==> config.mk <==
export PLATFORM = sky130hd
export DESIGN_NAME = tec_event_counter
export DESIGN_NICKNAME = d
export VERILOG_FILES = /design/src/tec_pkg.sv /design/src/tec_event_counter.sv
export VERILOG_INCLUDE_DIRS = /design/src
export SDC_FILE = /design/constraint.sdc
export NUM_CORES = 1
export LEC_CHECK = 0
export BUFFER_PORTS_ARGS = -buffer_cell sky130_fd_sc_hd__buf_2
export CORE_ASPECT_RATIO = 0.75
export CORE_MARGIN = 4
export CORE_UTILIZATION = 54
export DETAILED_ROUTE_END_ITERATION = 8
export PLACE_DENSITY = 0.82
export SYNTH_ARGS = -nofsm -noshare
export SYNTH_HDL_FRONTEND = slang
export SYNTH_SLANG_ARGS = --single-unit
==> constraint.sdc <==
create_clock -name clk -period 3.8 [get_ports clk]
set_clock_uncertainty 0.15 [all_clocks]
set_input_delay 0.76 -clock clk [delete_from_list [all_inputs] [get_ports clk]]
set_output_delay 0.76 -clock clk [all_outputs]
set_load 0.05 [all_outputs]
==> src/tec_regs.svh <==
`ifndef TEC_REGS_SVH
`define TEC_REGS_SVH

// ****************************************
// Field positions and reset values
// ****************************************
`define TEC_CLK_SEL_LSB 0
`define TEC_CLR_MODE_LSB 2
`define TEC_TIMING_LSB 4
`define TEC_MODE_RST 8'h00
`define TEC_OUT_MODE_RST 8'h00
`define TEC_OUT_SELFCLR 8'hDD
`define TEC_OM_FORCE 0
`define TEC_OM_INVERT 1
`define TEC_OM_RESET_LV 2
`define TEC_OM_SET_LV 3
`define TEC_OM_NIBBLE 4
`define TEC_CNT_ZERO 16'h0000
`define TEC_CNT_ONE 16'h0001

// ****************************************
// Timing: divide-by-12 internal count clock
// ****************************************
`define TEC_PHI_DIV_LAST 4'hB
`define TEC_PHI_DIV_ZERO 4'h0

`endif

==> src/tec_pkg.sv <==
package tec_pkg;
    typedef enum logic [1:0] {
        TEC_CLK_STOP = 2'b00,
        TEC_CLK_PHI_GATED = 2'b01,
        TEC_CLK_PHI = 2'b10,
        TEC_CLK_PIN = 2'b11
    } tec_clk_sel_e;

    typedef enum logic [1:0] {
        TEC_CLR_NONE = 2'b00,
        TEC_CLR_MATCH_B = 2'b01,
        TEC_CLR_EDGE = 2'b10,
        TEC_CLR_MATCH_A = 2'b11
    } tec_clr_mode_e;

    typedef struct packed {
        logic edge_irq;
        logic match_b_irq;
        logic match_a_irq;
    } tec_irq_s;
endpackage

==> src/tec_event_counter.sv <==
`include "tec_regs.svh"

// Overview of operation
// - 16-bit up-counter steps once per selected pulse; cleared only by reset and clear logic.
// - Capture loads count on pin fall, or timer-output fall when pin is counted.
// - Two independent 16-bit limit registers, written and read as whole words.
// - After each increment, compare with both limits and flag each match.
// - Three interrupt pulses: limit A match, limit B match, capture edge.
// - Mode 09H counts the divided clock while the count pin is high.
// - In that mode a pin fall captures, clears the counter, raises edge interrupt.
// - Each pulse output has a level flop and a separate output latch.
// - Selected match copies level to latch and optionally inverts the level.
// - Clear-on-B mode restarts the counter from zero on limit B match.
// - Mode bits: clock select, clear mode, output A timing, output B timing.
// - Internal count clock is system clock divided by 12.
// - Reset and hardware stop clear the mode register to 00H.
// - Output-mode bits force, invert-enable, and set/reset the level flops.
// - Force and set/reset bits self-clear after acting; invert enables persist.
// - Reset and hardware stop clear the output-mode register to 00H.
// - Both matches as timing with inversion give a two-segment square wave.
// - Timer square output is a selectable reference source for the counter.
module tec_event_counter
    import tec_pkg::*;
(
    // Clock and reset
    input wire logic clk,
    input wire logic rst,
    input wire logic hw_stop,
    // External and timer inputs
    input wire logic count_input_pin,
    input wire logic timer_square_output,
    // Register writes
    input wire logic wr_mode,
    input wire logic wr_out_mode,
    input wire logic [7:0] wr_data8,
    input wire logic wr_limit_a,
    input wire logic wr_limit_b,
    input wire logic [15:0] wr_data16,
    // Register readback
    output logic [15:0] event_up_counter,
    output logic [15:0] capture_hold,
    output logic [15:0] compare_limit_a,
    output logic [15:0] compare_limit_b,
    output logic [7:0] event_counter_mode,
    output logic [7:0] pulse_output_mode,
    // Events and pins
    output tec_pkg::tec_irq_s irq,
    output logic pulse_out_a,
    output logic pulse_out_b
);
    import tec_pkg::*;

    // ****************************************
    // Input synchronisers and divider
    // ****************************************
    logic [1:0] sync_a;
    logic [1:0] sync_b;
    logic [1:0] next_sync_a;
    logic [1:0] next_sync_b;
    logic ci_q;
    logic to_q;
    logic ci_fall;
    logic to_fall;
    logic [3:0] phi_div;
    logic [3:0] next_phi_div;
    logic phi_tick;

    always_comb begin
        next_sync_a = {sync_a[0], count_input_pin};
        next_sync_b = {sync_b[0], timer_square_output};
        // Edges look only at the second stage and its delayed copy
        ci_fall = ci_q & ~sync_a[1];
        to_fall = to_q & ~sync_b[1];
        phi_tick = (phi_div == `TEC_PHI_DIV_LAST);
        next_phi_div = phi_tick ? `TEC_PHI_DIV_ZERO : phi_div + 4'h1;
    end

    always_ff @(posedge clk) begin
        if (rst) begin
            sync_a <= 2'h0;
            sync_b <= 2'h0;
            ci_q <= 1'b0;
            to_q <= 1'b0;
            phi_div <= `TEC_PHI_DIV_ZERO;
        end else begin
            sync_a <= next_sync_a;
            sync_b <= next_sync_b;
            ci_q <= sync_a[1];
            to_q <= sync_b[1];
            phi_div <= next_phi_div;
        end
    end

    // ****************************************
    // Counter, capture, compare, registers
    // ****************************************
    tec_clk_sel_e clk_sel;
    tec_clr_mode_e clr_mode;
    logic [15:0] cnt_plus;
    logic inc;
    logic cap_edge;
    logic [1:0] match_now;
    logic [15:0] next_cnt;
    logic [15:0] next_cap;
    logic [15:0] next_lim_a;
    logic [15:0] next_lim_b;
    logic [7:0] next_mode;
    logic [7:0] next_out_mode;
    tec_irq_s next_irq;

    always_comb begin
        clk_sel = tec_clk_sel_e'(event_counter_mode[`TEC_CLK_SEL_LSB +: 2]);
        clr_mode = tec_clr_mode_e'(event_counter_mode[`TEC_CLR_MODE_LSB +: 2]);
        cnt_plus = event_up_counter + `TEC_CNT_ONE;
        case (clk_sel)
            TEC_CLK_STOP: inc = 1'b0;
            TEC_CLK_PHI_GATED: inc = phi_tick & sync_a[1];
            TEC_CLK_PHI: inc = phi_tick;
            TEC_CLK_PIN: inc = ci_fall;
            default: inc = 1'b0;
        endcase
        // Pin-counted mode takes the timer output as its time base
        cap_edge = (clk_sel == TEC_CLK_PIN) ? to_fall : ci_fall;
        match_now[0] = inc & (cnt_plus == compare_limit_a);
        match_now[1] = inc & (cnt_plus == compare_limit_b);
        next_cnt = event_up_counter;
        if (clr_mode == TEC_CLR_EDGE && cap_edge) begin
            next_cnt = `TEC_CNT_ZERO;
        end else if (inc) begin
            if ((clr_mode == TEC_CLR_MATCH_B && match_now[1]) ||
                (clr_mode == TEC_CLR_MATCH_A && match_now[0])) begin
                next_cnt = `TEC_CNT_ZERO;
            end else begin
                next_cnt = cnt_plus;
            end
        end
        // Capture sees the count before any clear in the same cycle
        next_cap = cap_edge ? event_up_counter : capture_hold;
        next_lim_a = wr_limit_a ? wr_data16 : compare_limit_a;
        next_lim_b = wr_limit_b ? wr_data16 : compare_limit_b;
        if (hw_stop) begin
            next_mode = `TEC_MODE_RST;
            next_out_mode = `TEC_OUT_MODE_RST;
        end else begin
            next_mode = wr_mode ? wr_data8 : event_counter_mode;
            // Written bits act for one cycle, then the one-shot bits drop
            next_out_mode = wr_out_mode ? wr_data8
                : (pulse_output_mode & ~`TEC_OUT_SELFCLR);
        end
        next_irq.match_a_irq = match_now[0];
        next_irq.match_b_irq = match_now[1];
        next_irq.edge_irq = cap_edge;
    end

    always_ff @(posedge clk) begin
        if (rst) begin
            event_up_counter <= `TEC_CNT_ZERO;
            capture_hold <= `TEC_CNT_ZERO;
            compare_limit_a <= `TEC_CNT_ZERO;
            compare_limit_b <= `TEC_CNT_ZERO;
            event_counter_mode <= `TEC_MODE_RST;
            pulse_output_mode <= `TEC_OUT_MODE_RST;
            irq <= '0;
        end else begin
            event_up_counter <= next_cnt;
            capture_hold <= next_cap;
            compare_limit_a <= next_lim_a;
            compare_limit_b <= next_lim_b;
            event_counter_mode <= next_mode;
            pulse_output_mode <= next_out_mode;
            irq <= next_irq;
        end
    end

    // ****************************************
    // Two-stage pulse outputs
    // ****************************************
    logic [1:0] level_flop;
    logic [1:0] out_latch;
    logic [1:0] fire;

    genvar ch;
    generate
        for (ch = 0; ch < 2; ch++) begin : g_out
            logic [3:0] om;
            logic next_level;
            logic next_latch;
            always_comb begin
                om = pulse_output_mode[`TEC_OM_NIBBLE * ch +: `TEC_OM_NIBBLE];
                fire[ch] = |(event_counter_mode[`TEC_TIMING_LSB + 2 * ch +: 2]
                    & match_now);
                next_level = level_flop[ch];
                next_latch = out_latch[ch];
                if (fire[ch]) begin
                    next_latch = level_flop[ch];
                end else if (om[`TEC_OM_FORCE]) begin
                    next_latch = level_flop[ch];
                end
                if (om[`TEC_OM_SET_LV]) begin
                    next_level = 1'b1;
                end else if (om[`TEC_OM_RESET_LV]) begin
                    next_level = 1'b0;
                end else if (fire[ch] && om[`TEC_OM_INVERT]) begin
                    next_level = ~level_flop[ch];
                end
            end
            always_ff @(posedge clk) begin
                if (rst) begin
                    level_flop[ch] <= 1'b0;
                    out_latch[ch] <= 1'b0;
                end else begin
                    level_flop[ch] <= next_level;
                    out_latch[ch] <= next_latch;
                end
            end
        end
    endgenerate

    assign pulse_out_a = out_latch[0];
    assign pulse_out_b = out_latch[1];
endmodule

# == Word level (Yosys, flattened, before mapping) ==
# Cells that the tools add are included.
# W data, S select, Z words.
# op_classes
n_addsub,2
mul,0
n_div,0
order_cmp,0
n_eq_ne,9
shifts,0
mux,13
bitwise_logic,12
reduce_logical,17
# op_table
op,count
$eq A16 B16 Y1,2
$add A16 B1 Y16 const B,1
$mux W16,1
$mux W1,11
$reduce_or A2 Y1,5
$eq A2 B2 Y1 const B,4
$reduce_bool A3 Y1,2
$and A1 B1 Y1,5
$logic_and A1 B1 Y1,5
$not A1 Y1,5
$add A4 B1 Y4 const B,1
$and A2 B2 Y2,2
$eq A2 B1 Y1 const B,2
$eq A4 B4 Y1 const B,1
$pmux W1 S4,1
$reduce_bool A2 Y1,2
$reduce_or A3 Y1,1
$logic_not A2 Y1,1
$logic_or A1 B1 Y1,1
# word_totals
reg_bits,97
latchBits,0
ramBits,0
romBits,0
input_bits,33
output_inout_bits,85
mem_count,0

# == Depth between registers and ports, before layout ==
# logic_depth
ltp_word,10
mapped_depth,11
ltp_nobuf,9

# == Worst setup path after synthesis ==
# Ideal clock, no wire load.
# synth_timing
kind,reg-to-reg
startpoint,register event_up_counter[1]
endpoint,register event_up_counter[10]
arrival_ps,2897
slack_ps,623
path_stages_with_launch,12
path_buffers,2
synth_period_minus_slack_ps,3177
path_cell_list,dfxtp_1 -> ha_1 -> and3_1 -> buf_2 -> xnor2_1 -> nand3_1 -> or4_1 -> nor3_2 -> nand4b_1 -> a21oi_2 -> buf_4 -> nor3_1
# synth_between
elab_chain_cells,6
# synth_lines
element,line_no,text
"start, declared",tec_event_counter.sv:40,"output logic [15:0] event_up_counter,"
"start signal, assigned",tec_event_counter.sv:157,event_up_counter <= `TEC_CNT_ZERO;
"start signal, assigned",tec_event_counter.sv:165,event_up_counter <= next_cnt;
$add A16 B1 Y16 (no source line) (*),--,
$eq A16 B16 Y1 (on tied branches),"tec_event_counter.sv:125, tec_event_counter.sv:124",
$and A1 B1 Y1 (on tied branches),"tec_event_counter.sv:125, tec_event_counter.sv:124",
$logic_and A1 B1 Y1 (on tied branches),"tec_event_counter.sv:130, tec_event_counter.sv:131",
$logic_or A1 B1 Y1,tec_event_counter.sv:130,if ((clr_mode == TEC_CLR_MATCH_B && match_now[1]) ||
$mux W16 (*),tec_event_counter.sv:130,
# Every way passes the cells marked *; elsewhere a longest branch is shown, timed or not.
# A chain may end at the register's enable or synchronous reset.

# == Worst setup path after layout ==
# layout_timing
startpoint,register phi_div[0]
endpoint,register event_up_counter[2]
# layout_between
elab_chain_cells,7
# layout_lines
element,line_no,text
"start, declared",tec_event_counter.sv:64,logic [3:0] phi_div;
"start signal, assigned",tec_event_counter.sv:84,phi_div <= `TEC_PHI_DIV_ZERO;
"start signal, assigned",tec_event_counter.sv:90,phi_div <= next_phi_div;
$eq A4 B4 Y1 (no source line) (*),--,
$and A1 B1 Y1,tec_event_counter.sv:117,TEC_CLK_PHI_GATED: inc = phi_tick & sync_a[1];
$pmux W1 S4 (*),tec_event_counter.sv:115,case (clk_sel)
$and A1 B1 Y1 (on tied branches),"tec_event_counter.sv:125, tec_event_counter.sv:124",
$logic_and A1 B1 Y1 (on tied branches),"tec_event_counter.sv:130, tec_event_counter.sv:131",
$logic_or A1 B1 Y1,tec_event_counter.sv:130,
$mux W16,tec_event_counter.sv:130,
# Marked as above.

==> results_dict.tcl <==
set metrics [dict create \
    outcome "finished, final reports clean" \
    clk_path_buf_depth 2 \
    drtPass1Iterations 6 \
    required_ns 3.86 \
    drcViolationCount 0 \
    htree_levels 3 \
    first_iter_violations 582 \
    start_util 0.557 \
    synth_edf_count 0 \
    placed_cells 766 \
    crit_slowest_cell "or4_1" \
    cts.root.buffer_cell "clkbuf_16" \
    maxCapViolCount 0 \
    grt_pass1_wl_um 22800 \
    vias 4549 \
    swShare 0.296 \
    worst_slew_pin_slew_ns 0.660 \
    ant_nets 0 \
    cp_max_fo 14 \
    pwr-share-comb 0.140 \
    dp_hpwl_um 10700 \
    power_mw 2.31 \
    p_seq_frac 0.475 \
    final_nets 684 \
    fp.dieW_um 120 \
    place.gp.congestion 0.988 \
    overflow 0 \
    setup_viol 0 \
    critical_path_arrival_ns 3.27 \
    p_leak_nw 2.70 \
    synthArstFlopShare 0 \
    syn-num-nets 582 \
    drive_gt1_frac 0.258 \
    antenna_found_initial 0 \
    finalHoldViolations 0 \
    n_antenna_cell 0 \
    fp.dieArea_mm2 0.0110 \
    yosysWarnings 0 \
    syn2layout_area_growth_pct 18.7 \
    grt_pass1_vias 4407 \
    die_y_um 91.8 \
    wl_per_cell_um 18.2 \
    final_cell_mix "buf_2 (117), dfxtp_1 (97), nor2_1 (81)" \
    tns_ns 0 \
    numCtsBuffers 9 \
    path_class "reg -> reg" \
    crit_path_start_kind "flip-flop" \
    power_density_mw_per_mm2 385 \
    core-area_mm2 0.00908 \
    grt_usage 0.258 \
    syn_area_mm2 0.00506 \
    slew_headroom 0.560 \
    io_buffers 117 \
    min_path_type "reg -> reg" \
    io_pins 118 \
    seq_area_frac_synth 0.384 \
    vdd_drop_max_uv 336 \
    avgSynthCellArea_um2 9.25 \
    fill_cells 771 \
    cts_tree "built" \
    cp_cell_sequence "ha_1, nand3b_1, o311ai_1, nand2_1, or4_1, nor3_2, nand4b_1, a21oi_2, buf_4, nor3_1" \
    synth_seq_cells 97 \
    clk_latency_ns 0.35 \
    instances_no_fill 782 \
    min_period_ns 3.20 \
    maxSlewViolCount 0 \
    grt_max_degree 37 \
    pwr-share-clk 0.385 \
    routed_wl_um 14200 \
    switchingPower_mw 0.683 \
    cpPeakStageDelay_ns 0.65 \
    cts.clk_slew.worst_paths_ns 0.07 \
    cts_sinks 97 \
    synthCells 547 \
    vias_per_cell 5.82 \
    synth.distinct_cells 70 \
    post_cts_buffers 0 \
    finalCritPeriodShare 0.843 \
    yosys_most_used_dff "dfxtp_1" \
    rsz0062_at_grt "false" \
    intPower_mw 1.63 \
    cts_resized 0 \
    critPathCaptureType "flip-flop" \
    holdWs_ns 0.285 \
    final_core_util 0.661 \
    final_common_cell "buf_2" \
    rows 30 \
    cts_hold_buf 0 \
    max_freq_mhz 312 \
]
## power groups by stage
| stage | Sequential (mW) | Clock (mW) | Combinational (mW) |
|---|---|---|---|
| after detailed placement | 1.12 | 0 | 0.320 |
| after global routing | 1.10 | 0.947 | 0.345 |
| after global placement | 1.11 | 0 | 0.315 |
| after CTS | 1.09 | 0.902 | 0.322 |
| after floorplan | 1.20 | 0 | 0.146 |
| final | 1.10 | 0.889 | 0.324 |
## cell usage after synthesis, types with 3 or more instances
| cell type | n | share of area |
|---|---|---|
| and4_1 | 5 | 0.0087 |
| buf_2 | 14 | 0.014 |
| buf_1 | 4 | 0.0030 |
| and3_1 | 13 | 0.016 |
| o21ai_0 | 6 | 0.0059 |
| nor3b_1 | 5 | 0.0074 |
| dfxtp_1 | 97 | 0.38 |
| nor4b_1 | 4 | 0.0069 |
| xor2_1 | 25 | 0.043 |
| a21oi_1 | 14 | 0.014 |
| inv_1 | 9 | 0.0067 |
| and3b_1 | 3 | 0.0052 |
| nand4_1 | 11 | 0.014 |
| nand2_1 | 22 | 0.016 |
| xnor3_1 | 3 | 0.013 |
| buf_4 | 3 | 0.0045 |
| nand4b_1 | 3 | 0.0052 |
| nor2_1 | 81 | 0.060 |
| a31o_2 | 3 | 0.0052 |
| nor3_2 | 3 | 0.0059 |
| or2_2 | 3 | 0.0037 |
| nand3_1 | 19 | 0.019 |
| nor3_1 | 18 | 0.018 |
| o211ai_1 | 5 | 0.0074 |
| mux2i_1 | 59 | 0.12 |
| clkbuf_1 | 15 | 0.011 |
| nand2b_1 | 4 | 0.0049 |
| o31ai_1 | 3 | 0.0045 |
| xnor2_1 | 24 | 0.042 |
| nor4_1 | 3 | 0.0037 |
| nor2b_1 | 13 | 0.016 |
| nand3b_1 | 4 | 0.0059 |
## path summary, 6_finish.rpt
path | slack (ns) | cells after the start | to | startpoint
hold reg to reg | 0.29 | 1 | sync_a[1] | sync_a[0]
setup reg to reg | 0.60 | 10 | event_up_counter[2] | phi_div[0]
hold / removal | 0.29 | 1 | sync_a[1] | sync_a[0]
setup / recovery | 0.60 | 10 | event_up_counter[2] | phi_div[0]
## routing by layer
metal	vias to the layer above	global-route usage	wire [um]
met2	242	0.394	6140
li1	2149	-	-
met3	27	0.0746	1490
met5	-	0	0
met4	0	0.0629	225
met1	2131	0.360	6360
## registers in the layout (all words and copies together), names as in the netlist
| signal | cells |
|---|---|
| capture_hold | 16 |
| ci_q | 1 |
| compare_limit_a | 16 |
| compare_limit_b | 16 |
| event_counter_mode | 8 |
| event_up_counter | 16 |
| irq | 3 |
| level_flop | 2 |
| phi_div | 4 |
| pulse_out_a | 1 |
| pulse_out_b | 1 |
| pulse_output_mode | 8 |
| sync_a | 2 |
| sync_b | 2 |
| to_q | 1 |
## worst max-delay path: cells and delay by family (launching register included)
kind | cells | cell delay [ns]
and+or+nand+nor | 6 | 1.60
DFF | 1 | 0.35
AOI/OAI and AO/OA | 2 | 0.56
adders and majority gates | 1 | 0.19
buffers and inverters | 1 | 0.22
## cell type report
cell class / count / area (um^2) / share of cell area
sequential: 97 / 1940 / 0.323
inverter: 9 / 33.8 / 0.00563
multi-input combinational: 404 / 2910 / 0.484
clock buffer: 9 / 225 / 0.0375
tap: 128 / 160 / 0.0267
timing repair buffer: 128 / 668 / 0.111
clock inverter: 7 / 67.6 / 0.0113
## cells by family after synthesis
kind of cell,synth area share
adders and majority gates,0.00495
buffers and inverters,0.0413
DFF,0.384
and+or+nand+nor,0.263
muxes,0.117
AOI/OAI and AO/OA,0.0816
xor gates and xnor gates,0.108
## through the flow
step	setup WS [ns]	instance area, um^2
3_5_place_dp	0.633	5710
6_report	0.596	6000
3_3_place_gp	0.771	5710
4_1_cts	0.603	6000
2_1_floorplan	0.623	5060
5_1_grt	0.330	6000
No activity file was read; power rests on OpenSTA's default activity.
